$ cat config.mk
export PLATFORM = sky130hd
export DESIGN_NAME = sheet_ctrl
export DESIGN_NICKNAME = d
export VERILOG_FILES = /design/src/include/sheet_ctrl_pkg.sv /design/src/hdl/sheet_ctrl.sv
export VERILOG_INCLUDE_DIRS = /design/src /design/src/include
export SDC_FILE = /design/constraint.sdc
export NUM_CORES = 1
export LEC_CHECK = 0
export CORE_MARGIN = 2
export CORE_UTILIZATION = 30
export CTS_CLUSTER_DIAMETER = 60
export CTS_CLUSTER_SIZE = 12
export DETAILED_ROUTE_END_ITERATION = 10
export DONT_BUFFER_PORTS = 1
export GPL_TIMING_DRIVEN = 1
export PLACE_DENSITY_LB_ADDON = 0.05
export SYNTH_ARGS = -nofsm -noshare
export SYNTH_HDL_FRONTEND = slang
export SYNTH_SLANG_ARGS = --single-unit
$ cat constraint.sdc
create_clock -name sys_clk -period 4.2 [get_ports sys_clk]
set_input_delay 0.42 -clock sys_clk [delete_from_list [all_inputs] [get_ports sys_clk]]
set_output_delay 0.42 -clock sys_clk [all_outputs]
set_load 0.005 [all_outputs]
$ cat src/include/sheet_ctrl_params.svh
// timing counts, field positions and register map of the sheet controller
`ifndef SHEET_CTRL_PARAMS_SVH
`define SHEET_CTRL_PARAMS_SVH
`define CLK_HZ 200000000
`define ENTRY_PULSES 12
`define ENTRY_SPAN_MS 10000
`define PULSE_MIN_MS 100
`define ADJ_MIN_MS 10000
`define ADJ_EXIT_MS 15000
`define FLASH_HALF_MS 250
`define ENTRY_SPAN_CYC ((`CLK_HZ / 1000) * `ENTRY_SPAN_MS)
`define PULSE_MIN_CYC ((`CLK_HZ / 1000) * `PULSE_MIN_MS)
`define ADJ_MIN_CYC ((`CLK_HZ / 1000) * `ADJ_MIN_MS)
`define ADJ_EXIT_CYC ((`CLK_HZ / 1000) * `ADJ_EXIT_MS)
`define FLASH_HALF_CYC ((`CLK_HZ / 1000) * `FLASH_HALF_MS)
`define OP_TOO_CLOSE 7'h01
`define OP_TOO_FAR 7'h63
`define OP_LOW_OK 7'h1e
`define OP_HIGH_OK 7'h5a
`define ERR_CAL_CODE 7'h0a
`define REG_CTRL 4'h0
`define REG_STATUS 4'h4
`define REG_CALVAL 4'h8
`define REG_ERR 4'hc
`define CTRL_CAP_SEL 0
`define CTRL_REF_OK 1
`endif

$ cat src/include/sheet_ctrl_pkg.sv
// types shared by the sheet controller
package sheet_ctrl_pkg;
	typedef enum logic [1:0] {
		LVL_HIGH,
		LVL_INSUFF,
		LVL_WEAK,
		LVL_VWEAK
	} us_level_t;
	typedef enum {
		ST_IDLE,
		ST_ADJ,
		ST_ADJ_END,
		ST_CAL
	} ctrl_state_t;
endpackage : sheet_ctrl_pkg

$ cat src/hdl/sheet_ctrl.sv
// control sequencer: adjustment, calibration and activation of the tester
//
// Chosen here: the Avalon-MM interface to the registers and the placing of the registers.
`timescale 1ns/1ps
`include "sheet_ctrl_params.svh"

module sheet_ctrl
	import sheet_ctrl_pkg::*;
#(
	parameter int unsigned ENTRY_SPAN_CYC = `ENTRY_SPAN_CYC,
	parameter int unsigned ADJ_MIN_CYC = `ADJ_MIN_CYC,
	parameter int unsigned ADJ_EXIT_CYC = `ADJ_EXIT_CYC,
	parameter int unsigned PULSE_MIN_CYC = `PULSE_MIN_CYC,
	parameter int unsigned FLASH_HALF_CYC = `FLASH_HALF_CYC
) (
	input wire logic sys_clk,
	input wire logic arst_n,
	input wire logic [3:0] avs_address,
	input wire logic avs_read,
	input wire logic avs_write,
	input wire logic [31:0] avs_writedata,
	output logic [31:0] avs_readdata,
	output logic avs_waitrequest,
	input wire logic cal_in,
	input wire logic act_in,
	input wire logic inq1_in,
	input wire logic cap_present,
	input wire logic [6:0] cap_point,
	input wire logic [1:0] us_level,
	input wire logic sheet_one,
	input wire logic sheet_two,
	input wire logic [15:0] ref_sample,
	input wire logic nv_valid,
	input wire logic [15:0] nv_cal_value,
	input wire logic nv_cap_mode,
	output logic nv_we,
	output logic [15:0] nv_wr_value,
	output logic nv_wr_cap_mode,
	output logic self_test,
	output logic ready_out,
	output logic error_out,
	output logic dbl_out,
	output logic first_sheet_out,
	output logic act_led,
	output logic lamp_yellow,
	output logic lamp_green,
	output logic [6:0] disp_value,
	output logic disp_blank
);

	localparam int unsigned W = 32;

	ctrl_state_t state_q;
	ctrl_state_t state_d;
	logic [2:0] pin_now;
	logic [2:0] pin_q;

	logic [W-1:0] span_q;
	logic [W-1:0] tmr_q;
	logic [W-1:0] hi_q;
	logic [W-1:0] flash_q;
	logic [3:0] pulses_q;

	logic cap_used_q;
	logic calibrated_q;
	logic err_q;
	logic dbl_q;
	logic blink_q;
	logic loaded_q;
	logic [15:0] cal_val_q;
	logic [6:0] err_code_q;
	logic sw_cap_sel_q;
	logic sw_ref_ok_q;
	logic ack_q;
	logic [1:0] first_q;

	function automatic logic adj_state(input ctrl_state_t s);
		case (s)
			ST_ADJ: adj_state = 1'b1;
			ST_ADJ_END: adj_state = 1'b1;
			default: adj_state = 1'b0;
		endcase
	endfunction : adj_state

	// one flop per pin gives the previous level for edge detection
	assign pin_now = {inq1_in, act_in, cal_in};
	wire cal_rise = cal_in & ~pin_q[0];
	wire cal_fall = ~cal_in & pin_q[0];
	wire act_rise = act_in & ~pin_q[1];
	wire act_fall = ~act_in & pin_q[1];
	wire inq_rise = inq1_in & ~pin_q[2];
	// a span running out on a rising edge restarts the count at one
	wire span_over = (pulses_q != 4'h0) && (span_q >= ENTRY_SPAN_CYC - 1);
	wire long_hi = cal_fall && (hi_q >= PULSE_MIN_CYC);
	// the twelfth rising edge itself enters, without waiting for its fall
	wire entry_hit = (state_q == ST_IDLE) && cal_rise && !span_over
		&& (pulses_q == 4'(`ENTRY_PULSES - 1));

	wire adj_mode = adj_state(state_q);
	wire adj_scan = state_q == ST_ADJ;
	wire cal_step = state_q == ST_CAL;
	wire adj_exit = (state_q == ST_ADJ_END) && (state_d == ST_IDLE);
	// accepted operating band of the capacitive sensor
	wire cap_ok = cap_present && (cap_point > `OP_LOW_OK - 7'h01)
		&& (cap_point < `OP_HIGH_OK + 7'h01);
	// reference check can be forced to fail from software
	wire ref_good = sw_ref_ok_q && (ref_sample != 16'h0000);
	wire cal_write = cal_step && ref_good;
	// only the first pulse of a span calibrates, so a burst calibrates at its first pulse
	wire cal_start = (state_q == ST_IDLE) && long_hi && !act_in
		&& (pulses_q <= 4'h1);

	// avalon decode
	wire bus_req = (avs_read | avs_write) & ~ack_q;
	wire hit_ctrl = avs_address == `REG_CTRL;
	// a write lands only on the edge that ends the access, one cycle after the wait state
	wire wr_ctrl = avs_write & ack_q & hit_ctrl;

	function automatic logic [31:0] rd_mux(input logic [3:0] a);
		case (a)
			`REG_CTRL: rd_mux = {30'h0, sw_ref_ok_q, sw_cap_sel_q};
			`REG_STATUS: rd_mux = {24'h0, pulses_q, dbl_q, err_q,
				calibrated_q, cap_used_q};
			`REG_CALVAL: rd_mux = {16'h0, cal_val_q};
			`REG_ERR: rd_mux = {25'h0, err_code_q};
			default: rd_mux = 32'h0;
		endcase
	endfunction : rd_mux

	// one wait state on every access keeps the read path registered
	assign avs_waitrequest = (avs_read | avs_write) & ~ack_q;

	always_ff @(posedge sys_clk or negedge arst_n) begin
		if (!arst_n) begin
			ack_q <= 1'b0;
			avs_readdata <= 32'h0;
		end else begin
			ack_q <= bus_req;
			if (bus_req && avs_read) begin
				avs_readdata <= rd_mux(avs_address);
			end
		end
	end

	always_ff @(posedge sys_clk or negedge arst_n) begin
		if (!arst_n) begin
			sw_cap_sel_q <= 1'b1;
			sw_ref_ok_q <= 1'b1;
		end else if (wr_ctrl) begin
			sw_cap_sel_q <= avs_writedata[`CTRL_CAP_SEL];
			sw_ref_ok_q <= avs_writedata[`CTRL_REF_OK];
		end
	end

	// input stages reset to the idle level, so no false edge after reset
	genvar gi;
	generate
		for (gi = 0; gi < 3; gi++) begin : g_pin
			always_ff @(posedge sys_clk or negedge arst_n) begin
				if (!arst_n) begin
					pin_q[gi] <= 1'b0;
				end else begin
					pin_q[gi] <= pin_now[gi];
				end
			end
		end
	endgenerate

	// high time of the calibration pulse
	// saturates so a stuck input cannot wrap into a false short pulse
	always_ff @(posedge sys_clk or negedge arst_n) begin
		if (!arst_n) begin
			hi_q <= '0;
		end else if (!cal_in) begin
			hi_q <= '0;
		end else if (hi_q != '1) begin
			hi_q <= hi_q + 1'b1;
		end
	end

	always_ff @(posedge sys_clk or negedge arst_n) begin
		if (!arst_n) begin
			pulses_q <= 4'h0;
			span_q <= '0;
		// calibration keeps the count, so a burst still reaches twelve
		end else if (adj_mode || entry_hit) begin
			pulses_q <= 4'h0;
			span_q <= '0;
		end else if (span_over) begin
			pulses_q <= cal_rise ? 4'h1 : 4'h0;
			span_q <= '0;
		end else if (cal_rise) begin
			pulses_q <= pulses_q + 4'h1;
			span_q <= (pulses_q == 4'h0) ? '0 : span_q + 1'b1;
		end else if (pulses_q != 4'h0) begin
			span_q <= span_q + 1'b1;
		end
	end

	always_comb begin
		state_d = state_q;
		case (state_q)
			ST_IDLE: begin
				if (entry_hit) begin
					state_d = ST_ADJ;
				end else if (cal_start) begin
					state_d = ST_CAL;
				end
			end
			// ten second minimum
			// an early closing pulse is ignored
			ST_ADJ: begin
				if (cal_rise && tmr_q >= ADJ_MIN_CYC - 1) begin
					state_d = ST_ADJ_END;
				end
			end
			ST_ADJ_END: begin
				if (tmr_q >= ADJ_EXIT_CYC - 1) begin
					state_d = ST_IDLE;
				end
			end
			// calibration result is taken in a single cycle
			ST_CAL: begin
				state_d = ST_IDLE;
			end
			default: state_d = ST_IDLE;
		endcase
	end

	// reset leaves adjustment
	// the timer restarts on every change of state
	always_ff @(posedge sys_clk or negedge arst_n) begin
		if (!arst_n) begin
			state_q <= ST_IDLE;
			tmr_q <= '0;
		end else begin
			state_q <= state_d;
			tmr_q <= (state_d != state_q) ? '0 : tmr_q + 1'b1;
		end
	end

	assign self_test = adj_scan && (tmr_q == '0);

	always_ff @(posedge sys_clk or negedge arst_n) begin
		if (!arst_n) begin
			loaded_q <= 1'b0;
			calibrated_q <= 1'b0;
			cal_val_q <= 16'h0;
			cap_used_q <= 1'b0;
			err_q <= 1'b0;
			err_code_q <= 7'h0;
		end else begin
			// storage is read once, on the first edge after reset
			loaded_q <= 1'b1;
			if (!loaded_q) begin
				calibrated_q <= nv_valid;
				cal_val_q <= nv_cal_value;
				cap_used_q <= nv_cap_mode;
			end else if (self_test) begin
				cap_used_q <= cap_present && sw_cap_sel_q;
			end else if (adj_exit) begin
				cap_used_q <= cap_used_q && cap_ok;
				// a new sensor set invalidates the stored reference
				calibrated_q <= 1'b0;
			end else if (cal_step) begin
				calibrated_q <= ref_good;
				err_q <= !ref_good;
				err_code_q <= ref_good ? 7'h0 : `ERR_CAL_CODE;
				if (ref_good) begin
					cal_val_q <= ref_sample;
				end
			end else if (cal_rise || act_rise) begin
				err_q <= 1'b0;
			end
		end
	end

	always_ff @(posedge sys_clk or negedge arst_n) begin
		if (!arst_n) begin
			nv_we <= 1'b0;
			nv_wr_value <= 16'h0;
			nv_wr_cap_mode <= 1'b0;
		end else begin
			nv_we <= cal_write;
			nv_wr_value <= ref_sample;
			nv_wr_cap_mode <= cap_used_q;
		end
	end

	// classify and latch double
	// a latched double sheet blocks further inquiries
	always_ff @(posedge sys_clk or negedge arst_n) begin
		if (!arst_n) begin
			dbl_q <= 1'b0;
			first_q <= 2'b00;
		end else if (act_fall) begin
			dbl_q <= 1'b0;
		end else if (act_in && calibrated_q && !dbl_q && inq_rise) begin
			dbl_q <= sheet_two;
			first_q <= {1'b1, sheet_one && !sheet_two};
		end
	end

	// one blink for lamps and error code, so both flash in step
	always_ff @(posedge sys_clk or negedge arst_n) begin
		if (!arst_n) begin
			flash_q <= '0;
			blink_q <= 1'b0;
		end else if (flash_q >= FLASH_HALF_CYC - 1) begin
			flash_q <= '0;
			blink_q <= ~blink_q;
		end else begin
			flash_q <= flash_q + 1'b1;
		end
	end

	// activation indicator
	// follows the pin directly; an open input reads low
	assign act_led = act_in;
	assign ready_out = calibrated_q && !err_q && !dbl_q && !adj_mode;
	assign error_out = err_q && !adj_mode;
	assign dbl_out = dbl_q && !adj_mode;
	assign first_sheet_out = first_q[0] && !adj_mode;

	wire lvl_high = us_level == LVL_HIGH;
	wire lvl_insuff = us_level == LVL_INSUFF;
	wire lvl_vweak = us_level == LVL_VWEAK;
	assign lamp_yellow = adj_scan && (lvl_vweak ? blink_q : 1'b1);
	assign lamp_green = adj_scan ?
		(lvl_high || (lvl_insuff && blink_q)) : 1'b1;

	wire op_over = !cap_present || (cap_point > `OP_TOO_FAR);
	wire [6:0] op_shown = op_over ? `OP_TOO_FAR : cap_point;
	assign disp_value = adj_mode ? op_shown : err_code_q;
	// error code flashes; display dark with nothing to report
	assign disp_blank = adj_mode ? 1'b0 : (!err_q || blink_q);

endmodule : sheet_ctrl

==> After elaboration in Yosys (flattened, before gate mapping) <==
Index checks and enable logic that the tools add are counted.
{ "totals": {"regBits": 250, "inputBits": 89, "out_inout_bits": 67, "word_cells": 182} }
{ "op_classes": {"addsub": 5, "magnitude_cmp": 9, "eq_ne": 20, "n_mux": 42, "n_bitwise": 19, "n_reduce_logical": 62} }
{ "op_table": {"columns": ["op", "n"], "rows": [
  ["$mux W32", 13],
  ["$add A32 B1 Y32 const B", 4],
  ["$logic_not A32 Y1", 4],
  ["$pmux W32 S3", 1],
  ["$mux W16", 5],
  ["$eq A32 B2 Y1 const B", 2],
  ["$eq A32 B3 Y1 const B", 2],
  ["$ge A32 B31 Y1 const B", 2],
  ["$pmux W16 S4", 1],
  ["$eq A32 B1 Y1 const B", 1],
  ["$ge A32 B25 Y1 const B", 1],
  ["$ge A32 B26 Y1 const B", 1],
  ["$ge A32 B32 Y1 const B", 1],
  ["$ne A32 B32 Y1", 1],
  ["$ne A32 B32 Y1 const B", 1],
  ["$logic_and A1 B1 Y1", 30],
  ["$mux W1", 16],
  ["$mux W4", 4],
  ["$reduce_bool A16 Y1", 1],
  ["$mux W7", 2],
  ["$eq A4 B4 Y1 const B", 3],
  ["$reduce_and A4 Y1", 3],
  ["$not A1 Y1", 10],
  ["$and A1 B1 Y1", 8],
  ["22 further kinds", 40]
]} }

==> Depth between registers and ports, before layout <==
Gate-level depths: netlist of run 1.
{ "depth": {"word_depth": 14, "depth_mapped": 10, "depth_no_buf": 9} }

==> Worst setup path before layout of run 1 <==
OpenSTA, ideal clock, no wires.
{ "synth_timing": {"kind": "flip-flop to flip-flop", "from": "reg tmr_q[0]", "to": "reg tmr_q[23]", "setup_time_ps": 137, "arrival_ps": 2150, "required_time_ps": 4063, "path_slack_ps": 1913, "path_stages_with_launch": 11, "cell_sequence": "dfrtp_1 > ha_1 > nand2_1 > or4_1 > buf_2 > a2111oi_2 > o31a_1 > and2_1 > o32a_4 > buf_6 > nor3_1"} }
{ "synth_between": {"elab_chain_len": 6} }
{ "synth_lines": {"columns": ["element", "line", "text"], "rows": [
  ["start: declaration", "sheet_ctrl.sv:59", "logic [W-1:0] tmr_q;"],
  ["start signal: assignment", "sheet_ctrl.sv:238", "tmr_q <= (state_d != state_q) ? '0 : tmr_q + 1'b1;"],
  ["$ge A32 B31 Y1", "sheet_ctrl.sv:213", "if (cal_rise && tmr_q >= ADJ_MIN_CYC - 1) begin"],
  ["$logic_and A1 B1 Y1", "sheet_ctrl.sv:213", null],
  ["$mux W32", "sheet_ctrl.sv:213", null],
  ["$pmux W32 S3", "sheet_ctrl.sv:202", "case (state_q)"],
  ["$ne A32 B32 Y1", "sheet_ctrl.sv:238", null],
  ["$mux W32 *", "sheet_ctrl.sv:238", null]
]} }
Every way passes the cells marked *; elsewhere a longest branch is shown, timed or not.
A chain may end at the register's enable or synchronous reset.

==> Final worst setup path of run 1 <==
{ "layout_timing": {"from": "reg state_q[21]", "to": "out disp_value[1]"} }
{ "layout_between": {"elab_chain_len": 4} }
{ "layout_lines": {"columns": ["element", "line", "text"], "rows": [
  ["start: declaration", "sheet_ctrl.sv:53", "ctrl_state_t state_q;"],
  ["start signal: assignment", "sheet_ctrl.sv:237", "state_q <= state_d;"],
  ["$eq A32 B2 Y1 or $eq A32 B1 Y1 (tied branches)", "sheet_ctrl.sv:78", "case (s)"],
  ["$reduce_or A2 Y1 (no source line) *", null, null],
  ["$mux W1 *", "sheet_ctrl.sv:78", null],
  ["$mux W7 *", "sheet_ctrl.sv:334", "assign disp_value = adj_mode ? op_shown : err_code_q;"],
  ["end: declaration", "sheet_ctrl.sv:47", "output logic [6:0] disp_value,"]
]} }
Marked as above.

==> flow_metrics.env, run 1 <==
export IMPL_outcome="complete, but fails checks"
export IMPL_failed_checks="negative hold slack"
export IMPL_cts_repair_resized=0
export IMPL_tightest_slew_ns=0.942
export IMPL_ctsLongestPathBuffers=3
export IMPL_cts_tree="done"
export IMPL_drive_above_1_share_pct=6.36
export IMPL_hold_class="input port to asynchronous set/reset pin"
export IMPL_crit_path_top_delay_cell="nor2_1"
export IMPL_num_fill_cells=3593
export IMPL_slew_headroom_pct=37.2
export IMPL_cts_hold_fix_buffers=35
export IMPL_worst_ep_arrival_time_ns=3.37
export IMPL_grt_max_degree=229
export IMPL_ys_async_sr_fraction_pct=100
export IMPL_area_growth_pct=18.3
export IMPL_irDropWorstVdd_mv=0.349
export IMPL_use_met2_pct=22.0
export IMPL_required_ns=3.78
export IMPL_setup_viol=0
export IMPL_h_tree_depth=1
export IMPL_drt_vias_per_instance=4.78
export IMPL_p_leak_nw=5.51
export IMPL_synth_distinct_cells=67
export IMPL_synthCells=1072
export IMPL_ys_seq_area_share_pct=52.7
export IMPL_root_buffer="clkbuf_16"
export IMPL_internal_power_mw=4.30
export IMPL_ys_ff_latch=228
export IMPL_cts_made_buffers=30
export IMPL_die_area_mm2=0.0376
export IMPL_cp_top_family="simple AND/OR/NAND/NOR gates"
export IMPL_postCtsSetupBuffers=0
export IMPL_max_stage_delay_ns=0.88
export IMPL_first_pass_iters=4
export IMPL_layout_common_cells="dfrtp_1 (226), nor2_1 (123), nand2_1 (83)"
export IMPL_antenna_found_initial=0
export IMPL_clock_skew_final_ns=0.0279
export IMPL_use_met1_pct=20.5
export IMPL_rsz0062_at_grt="no"
export IMPL_clkTransAtPathRegs_ns=0.06
export IMPL_dp_cells=1536
export IMPL_p_sw_mw=1.35
export IMPL_rows=69
export IMPL_p_per_area_mw_per_mm2=441
export IMPL_worst_hold_slack_ns=-0.463
export IMPL_slew_violations=0
export IMPL_fin_tns_setup_ns=0
export IMPL_critPathKind="register to output pin"
export IMPL_synth_area_leader_cell="dfrtp_1"
export IMPL_drc=0
export IMPL_track_usage_pct=14.3
export IMPL_ios=156
export IMPL_cap_violations=0
export IMPL_timing_final_crit_share_pct=90.2
export IMPL_core_area_mm2=0.0356
export IMPL_drtIter0Drc=369
export IMPL_top_usage_layer="met2"
export IMPL_gp_congestion=0.763
export IMPL_synth_top_area_share_pct=52.2
export IMPL_hold_violations=228
export IMPL_post_drt_wl_per_cell_um=16.3
export IMPL_fin_nets=1241
export IMPL_fin_cells=1625
export IMPL_critPathBufInv=0
export IMPL_period_needed_ns=3.79
export IMPL_grt_overflow=0
export IMPL_synth_avg_cell_area_um2=10.1
export IMPL_cp_end_kind="output pin"
export IMPL_antenna_cells=0
export IMPL_grt_pass1_wl_um=44600
export IMPL_ant_nets=0
export IMPL_fmax_ghz=0.264
export IMPL_portBuffers=0
export IMPL_comb_power_share_pct=6.3
export IMPL_die_w_um=194
export IMPL_dp_hpwl_um=17300
export IMPL_grt_pass1_vias=7970
export IMPL_floorplan_initialDensity_pct=30.4
export IMPL_swShare_pct=24.0
export IMPL_layout_commonest_cell="dfrtp_1"
export IMPL_crit_chain="nor4_1 > and4_1 > nand2_1 > nor2_1 > o21ai_0 > o21ai_0"
export IMPL_gr_usage_met3_pct=2.84
export IMPL_cts_num_sinks=228
export IMPL_reg2reg_setup_slack_ns=1.05
export IMPL_cp_start_kind="register"
export IMPL_vias=7760
export IMPL_wirelength_um=26400
export IMPL_syn_area_mm2=0.0108
export IMPL_path_max_fanout=18
export IMPL_ys_flop_type="dfrtp_1"
export IMPL_clk_latency_ns=0.57
export IMPL_power_frac_seq_pct=43.2
export IMPL_ys_warn_count=0
export IMPL_synth_edf_count=0
export IMPL_synth_area_leaders="dfrtp_1 (52%), xor2_1 (4.7%), nor2_1 (4.3%)"
export IMPL_cp_common_cell="o21ai_0"
export IMPL_die_h_um=194
export IMPL_p_clk_share_pct=50.5
## path summary, 6_finish.rpt
kind / start / end / depth (start not counted)
worst min register to register: ack_q / ack_q / 1
worst min-delay path: arst_n / avs_readdata[11] / 0
min in group sys_clk: nv_cal_value[7] / cal_val_q[7] / 2
worst max register to register: span_q[0] / span_q[10] / 8
worst max-delay path: state_q[21] / disp_value[1] / 6
max in group asynchronous: arst_n / state_q[30] / 0
## per-layer routing
layer	up-vias	share of wire, %
li1	3845	-
met1	3748	49
met2	131	44
met3	36	4.0
met4	0	2.6
met5	-	0
## registers in the layout, summed over array words and instances (netlist names), 3 cells and up
name,cells
cal_val_q,16
hi_q,32
pin_q,3
nv_wr_value,16
state_q,32
flash_q,32
pulses_q,4
avs_readdata,16
span_q,32
tmr_q,32
## layout make-up
| class | count | area (µm²) | area share (%) |
|---|---|---|---|
| inverter | 26 | 97.6 | 0.761 |
| multi-input combinational | 815 | 4920 | 38.4 |
| timing repair buffer | 41 | 405 | 3.16 |
| clock buffer | 37 | 818 | 6.38 |
| sequential | 228 | 5710 | 44.5 |
| clock inverter | 17 | 292 | 2.27 |
| tap | 461 | 577 | 4.50 |
## stage by stage
| step | power [mW] | instance area (µm²) | setup slack, ns | utilization [%] |
|---|---|---|---|---|
| CTS | 5.76 | 12800 | 0.213 | 36.0 |
| floorplan | 2.72 | 11000 | 1.91 | - |
| global route | 5.92 | 12800 | 0.00193 | 36.0 |
| detailed placement | 2.81 | 11300 | 0.834 | 31.9 |
| finish | 5.65 | 12800 | 0.412 | 36.0 |
| global placement | 2.80 | 11300 | 0.904 | 31.9 |
## cells in the mapped netlist (24+ instances only)
cell and instances:
nor3_1 55, dfrtp_1 226, nand2_1 83, and3_1 24, nand3_1 44, inv_1 26, xnor2_1 46, xor2_1 58
clkbuf_1 30, a21oi_1 30, nand4_1 31, nor2_1 123, and2_1 34, o21ai_0 31
## power groups by stage
| stage | combinational, mW | sequential (mW) | clock (mW) |
|---|---|---|---|
| final | 0.359 | 2.44 | 2.85 |
| after global routing | 0.413 | 2.46 | 3.05 |
| after CTS | 0.363 | 2.44 | 2.96 |
| after detailed placement | 0.327 | 2.48 | 0 |
| after global placement | 0.322 | 2.48 | 0 |
| after floorplan | 0.283 | 2.44 | 0 |
## kinds of logic after synthesis
logic type      synth area share (%)
simple gates                    23.5
flops                           52.7
compound gates                  8.14
xor+xnor                        8.41
buf+inv                         3.69
mux                             2.29
fa+ha+maj                       1.16
other cells                   0.0693
No activity file was read; power rests on OpenSTA's default activity.
==> inputs of run 2 (changes only) <==
ABC_AREA = 1   (was default)
CORE_ASPECT_RATIO = 0.8   (was default)
==> flow_metrics.env, run 2 <==
export IMPL_power_frac_seq_pct=45.8
export IMPL_use_met2_pct=26.1
export IMPL_rsz0062_at_grt="no"
export IMPL_p_sw_mw=1.48
export IMPL_area_growth_pct=14.4
export IMPL_synth_xor_area_share_pct=3.67
export IMPL_timing_final_crit_share_pct=77.3
export IMPL_internal_power_mw=3.89
export IMPL_synth_distinct_cells=50
export IMPL_path_max_fanout=4
export IMPL_ios=156
export IMPL_cp_start_kind="register"
export IMPL_synth_edf_count=0
export IMPL_p_per_area_mw_per_mm2=378
export IMPL_vias=10700
export IMPL_syn_area_mm2=0.0124
export IMPL_comb_power_share_pct=9.1
export IMPL_drt_vias_per_instance=4.73
export IMPL_clkTransAtPathRegs_ns=0.06
export IMPL_critPathKind="register to output pin"
export IMPL_wirelength_um=37400
export IMPL_hold_violations=226
export IMPL_root_buffer="clkbuf_16"
export IMPL_clk_latency_ns=0.57
export IMPL_track_usage_pct=17.7
export IMPL_r2r_end="cal_val_q[8]"
export IMPL_ys_ff_latch=228
export IMPL_die_h_um=186
export IMPL_portBuffers=0
export IMPL_ys_warn_count=0
export IMPL_worst_slack_ns=0.955
export IMPL_drtIter0Drc=662
export IMPL_worst_hold_slack_ns=-0.438
export IMPL_synthCells=1638
export IMPL_final_util_pct=34.9
export IMPL_slew_headroom_pct=35.5
export IMPL_grt_overflow=0
export IMPL_outcome="complete, but fails checks"
export IMPL_grt_max_degree=229
export IMPL_h_tree_depth=1
export IMPL_first_pass_iters=5
export IMPL_ys_seq_area_share_pct=46.0
export IMPL_grt_pass1_vias=10500
export IMPL_top_usage_layer="met1"
export IMPL_required_ns=3.78
export IMPL_hold_class="input port to asynchronous set/reset pin"
export IMPL_slew_violations=0
export IMPL_yosysMostFrequentCell="nand2_1"
export IMPL_ant_nets=0
export IMPL_setup_viol=0
export IMPL_pre_cts_ws_ns=1.35
export IMPL_drive_above_1_share_pct=4.83
export IMPL_synth_area_leaders="dfrtp_1 (46%), nand2_1 (13%), nor2_1 (7.6%)"
export IMPL_clock_skew_final_ns=0.0152
export IMPL_r2r_start="tmr_q[0]"
export IMPL_gr_usage_met3_pct=2.60
export IMPL_reg2regPathDepth=16
export IMPL_die_area_mm2=0.0430
export IMPL_synthAdderAreaFrac_pct=1.01
export IMPL_ctsLongestPathBuffers=3
export IMPL_reg2reg_setup_slack_ns=1.41
export IMPL_cp_end_kind="output pin"
export IMPL_gp_congestion=0.884
export IMPL_rows=66
export IMPL_drc=0
export IMPL_die_w_um=231
export IMPL_core_area_mm2=0.0407
export IMPL_fin_nets=1795
export IMPL_ys_flop_type="dfrtp_1"
export IMPL_floorplan_initialDensity_pct=30.5
export IMPL_fin_tns_setup_ns=0
export IMPL_worst_ep_arrival_time_ns=2.82
export IMPL_cts_repair_resized=0
export IMPL_grt_pass1_wl_um=59500
export IMPL_synth_top_family_by_area="simple AND/OR/NAND/NOR gates"
export IMPL_ys_top_cells_by_count="nand2_1 (421), nor2_1 (250), dfrtp_1 (226)"
export IMPL_synth_top_area_share_pct=45.6
export IMPL_p_clk_share_pct=45.1
export IMPL_layout_commonest_cell="nand2_1"
export IMPL_fmax_ghz=0.308
export IMPL_tightest_slew_ns=0.968
export IMPL_antenna_found_initial=1
export IMPL_swShare_pct=27.5
export IMPL_cts_made_buffers=28
export IMPL_synth_area_leader_cell="dfrtp_1"
export IMPL_ys_async_sr_fraction_pct=100
export IMPL_cts_hold_fix_buffers=23
export IMPL_post_drt_wl_per_cell_um=16.6
export IMPL_cap_violations=0
export IMPL_dp_hpwl_um=27000
export IMPL_period_needed_ns=3.24
export IMPL_use_met1_pct=26.4
export IMPL_postCtsSetupBuffers=0
export IMPL_p_leak_nw=6.21
export IMPL_cts_tree="done"
export IMPL_yosys_area_share_simple_pct=34.3
export IMPL_synthMuxAreaShare_pct=0.182
export IMPL_failed_checks="negative hold slack"
export IMPL_cts_num_sinks=228
export IMPL_layout_common_cells="nand2_1 (421), nor2_1 (249), dfrtp_1 (226)"
export IMPL_synth_compound_area_share_pct=7.22
export IMPL_synth_avg_cell_area_um2=7.57
export IMPL_irDropWorstVdd_mv=0.270
[run 2: area by class of cell]
class                   count  area (µm²)
fillers                  4404       26500
multi-input cells        1241        5960
flip-flops and latches    228        5710
clock buffers              37         754
well taps                 544         681
inverters                 163         612
repair buffers             34         313
clock inverters            14         158
diodes                      1        2.50
[run 2: metrics by stage]
step	hold slack, ns	std cells	cell area [µm²]	total power [mW]
after floorplan	0.124	1689	12600	2.83
after global placement	0.134	2187	13000	2.97
after detailed placement	0.136	2187	13000	2.97
after CTS	-0.476	2261	14200	5.48
after global routing	-0.473	2262	14200	5.66
final	-0.438	2262	14200	5.37
[run 2: cell families after synthesis]
| group | Yosys count |
|---|---|
| AND/OR/NAND/NOR | 980 |
| flip-flops | 228 |
| buffers and inverters | 220 |
| AO/OA/AOI/OAI | 144 |
| XOR/XNOR | 52 |
| adder cells (fa/ha/maj) | 10 |
| other | 2 |
| multiplexers | 2 |
[run 2: how the worst max path moves through the flow]
stage / startpoint / end / depth (start not counted)
floorplan: tmr_q[0] / cal_val_q[10] / 17
global placement: span_q[0] / span_q[25] / 16
detailed placement: span_q[0] / span_q[25] / 16
CTS: state_q[27] / disp_value[2] / 13
global route: state_q[25] / disp_value[2] / 13
finish: state_q[7] / disp_value[2] / 13
[run 2: routing by layer]
| layer | wire length [µm] | part of all wire, % | vias up |
|---|---|---|---|
| met5 | 0 | 0 | - |
| met3 | 1250 | 3.3 | 52 |
| met4 | 1140 | 3.1 | 0 |
| li1 | - | - | 5432 |
| met1 | 19300 | 52 | 5049 |
| met2 | 15700 | 42 | 177 |
[run 2: worst max-delay path, cell delays in order (launching register included)]
cell	delay [ns]
dfrtp_1	0.36
nor2_1	0.16
nand2_1	0.09
nor2_1	0.10
nand3b_1	0.08
nor2_1	0.23
nand2_1	0.08
nor2_1	0.32
inv_1	0.15
nand2_1	0.10
inv_1	0.08
nor2_1	0.10
inv_1	0.07
nor2_1	0.34
[run 2: power by group through the flow]
stage / Sequential [mW] / Combinational, mW / Clock, mW
4_1_cts: 2.46 / 0.497 / 2.52
5_1_grt: 2.47 / 0.570 / 2.62
6_report: 2.46 / 0.491 / 2.42
2_1_floorplan: 2.45 / 0.379 / 0
3_5_place_dp: 2.50 / 0.476 / 0
3_3_place_gp: 2.50 / 0.471 / 0
==> inputs of run 3 (changes only) <==
clock period = 2.8 ns   (was 4.2 ns; I/O delays follow)
==> flow_metrics.env, run 3 (same netlist as run 2, synthesis figures left out) <==
export IMPL_grt_pass1_wl_um=61500
export IMPL_period_needed_ns=2.67
export IMPL_drt_vias_per_instance=4.73
export IMPL_grt_pass1_vias=10900
export IMPL_floorplan_initialDensity_pct=30.5
export IMPL_p_leak_nw=6.51
export IMPL_cp_end_kind="output pin"
export IMPL_cp_start_kind="register"
export IMPL_clock_skew_final_ns=0.0245
export IMPL_worst_slack_ns=0.134
export IMPL_cts_tree="done"
export IMPL_setup_viol=0
export IMPL_fmax_ghz=0.375
export IMPL_gr_usage_met3_pct=2.76
export IMPL_cp_common_cell="nor2_2"
export IMPL_ctsLongestPathBuffers=3
export IMPL_reg2reg_setup_slack_ns=0.23
export IMPL_gp_congestion=0.909
export IMPL_layout_commonest_cell="nand2_1"
export IMPL_p_per_area_mw_per_mm2=572
export IMPL_hold_class="input port to asynchronous set/reset pin"
export IMPL_dp_hpwl_um=27200
export IMPL_r2r_start="state_q[23]"
export IMPL_grt_max_degree=229
export IMPL_use_met2_pct=27.2
export IMPL_reg2regPathDepth=15
export IMPL_critPathBufInv=3
export IMPL_required_ns=2.52
export IMPL_crit_chain="nor2_2 > nand2_1 > nor2_1 > nand4_1 > nor2_2 > nand2_1 > nor2_2 > inv_2 > nand2_2 > inv_2 > nor2_2 > inv_2 > nor2_4 > nor2_4"
export IMPL_hold_violations=228
export IMPL_crit_path_top_delay_cell="dfrtp_1"
export IMPL_tightest_slew_ns=0.892
export IMPL_ant_nets=0
export IMPL_drtIter0Drc=742
export IMPL_clkTransAtPathRegs_ns=0.06
export IMPL_antenna_found_initial=1
export IMPL_ios=156
export IMPL_critPathKind="register to output pin"
export IMPL_die_area_mm2=0.0430
export IMPL_slew_violations=0
export IMPL_wirelength_um=38200
export IMPL_path_max_fanout=4
export IMPL_cts_hold_fix_buffers=46
export IMPL_top_usage_layer="met2"
export IMPL_cap_violations=0
export IMPL_irDropWorstVdd_mv=0.405
export IMPL_worst_ep_arrival_time_ns=2.39
export IMPL_first_pass_iters=5
export IMPL_fin_cells=2313
export IMPL_cts_num_sinks=228
export IMPL_cts_made_buffers=29
export IMPL_vias=10900
export IMPL_failed_checks="negative hold slack"
export IMPL_root_buffer="clkbuf_16"
export IMPL_rows=66
export IMPL_rsz0062_at_grt="yes"
export IMPL_post_drt_wl_per_cell_um=16.5
export IMPL_track_usage_pct=18.0
export IMPL_drc=0
export IMPL_max_stage_delay_ns=0.37
export IMPL_drive_above_1_share_pct=7.52
export IMPL_use_met1_pct=26.5
export IMPL_timing_final_crit_share_pct=95.2
export IMPL_area_growth_pct=19.5
export IMPL_final_util_pct=36.4
export IMPL_clk_latency_ns=0.59
export IMPL_r2r_end="cap_used_q"
export IMPL_die_h_um=186
export IMPL_slew_headroom_pct=40.3
export IMPL_cp_top_family="simple AND/OR/NAND/NOR gates"
export IMPL_die_w_um=231
export IMPL_fin_nets=1844
export IMPL_worst_hold_slack_ns=-0.604
export IMPL_outcome="complete, but fails checks"
export IMPL_layout_common_cells="nand2_1 (419), nor2_1 (234), dfrtp_1 (226)"
export IMPL_portBuffers=0
export IMPL_pre_cts_ws_ns=0.178
export IMPL_h_tree_depth=1
export IMPL_core_area_mm2=0.0407
export IMPL_dp_cells=2205
export IMPL_grt_overflow=0
==> run 3: changes by cell type in the layout (fill, tap and decap cells not counted), moves of 3 or more <==
cell and delta:
inv_2 +4, buf_4 +23, clkinv_2 -3, clkinv_4 +3, nor2_1 -15, nor2_2 +10, dlygate4sd3_1 +23, inv_1 -4
nor2_4 +5
==> run 3: stage by stage <==
| stage | hold slack, ns | setup TNS (ns) | power (mW) | area, µm² |
|---|---|---|---|---|
| after floorplan | -0.0156 | 0 | 4.24 | 12600 |
| final | -0.604 | 0 | 8.48 | 14800 |
| after global placement | -0.00321 | 0 | 4.46 | 13200 |
| after detailed placement | -0.000215 | 0 | 4.47 | 13200 |
| after global routing | -0.634 | -0.103 | 8.91 | 14800 |
| after CTS | -0.637 | 0 | 8.64 | 14800 |
==> run 3: report_power, final <==
part           switching [mW]  leakage (nW)  internal [mW]
Clock                    1.61         0.491           2.39
Combinational           0.511          3.03          0.283
Sequential              0.186          2.99           3.50
Total                    2.31          6.51           6.17
==> run 3: final cells by class <==
class                           instances  area (µm²)
Sequential cell                       228        5710
Clock inverter                         14         220
Tap cell                              544         681
Fill cell                            4332       25900
Antenna cell                            1        2.50
Timing Repair Buffer                   82         756
Inverter                              163         612
Multi-Input combinational cell       1241        6050
Clock buffer                           40         797
==> run 3: worst max-delay path by stage <==
stage,start,endpoint,depth (start not counted)
after floorplan,tmr_q[0],cal_val_q[10],17
after global placement,tmr_q[0],cal_val_q[13],16
after detailed placement,tmr_q[0],cal_val_q[14],15
after CTS,state_q[22],disp_value[1],14
after global routing,state_q[27],disp_value[1],14
final,state_q[23],disp_value[1],14
==> run 3: per-layer routing <==
| metal | wire (µm) | up-vias |
|---|---|---|
| met5 | 0 | - |
| met4 | 1040 | 0 |
| met3 | 1410 | 46 |
| met2 | 16400 | 200 |
| met1 | 19300 | 5166 |
| li1 | - | 5529 |
==> run 3: what timing repair did <==
| item | CTS | global route |
|---|---|---|
| buffers inserted | 4 | 3 |
| setup endpoints to repair | 7 | 25 |
| gates cloned | 0 | 0 |
| hold endpoints to repair | 289 | 228 |
| pin swaps | 8 | 9 |
| resized for setup | 20 | 9 |
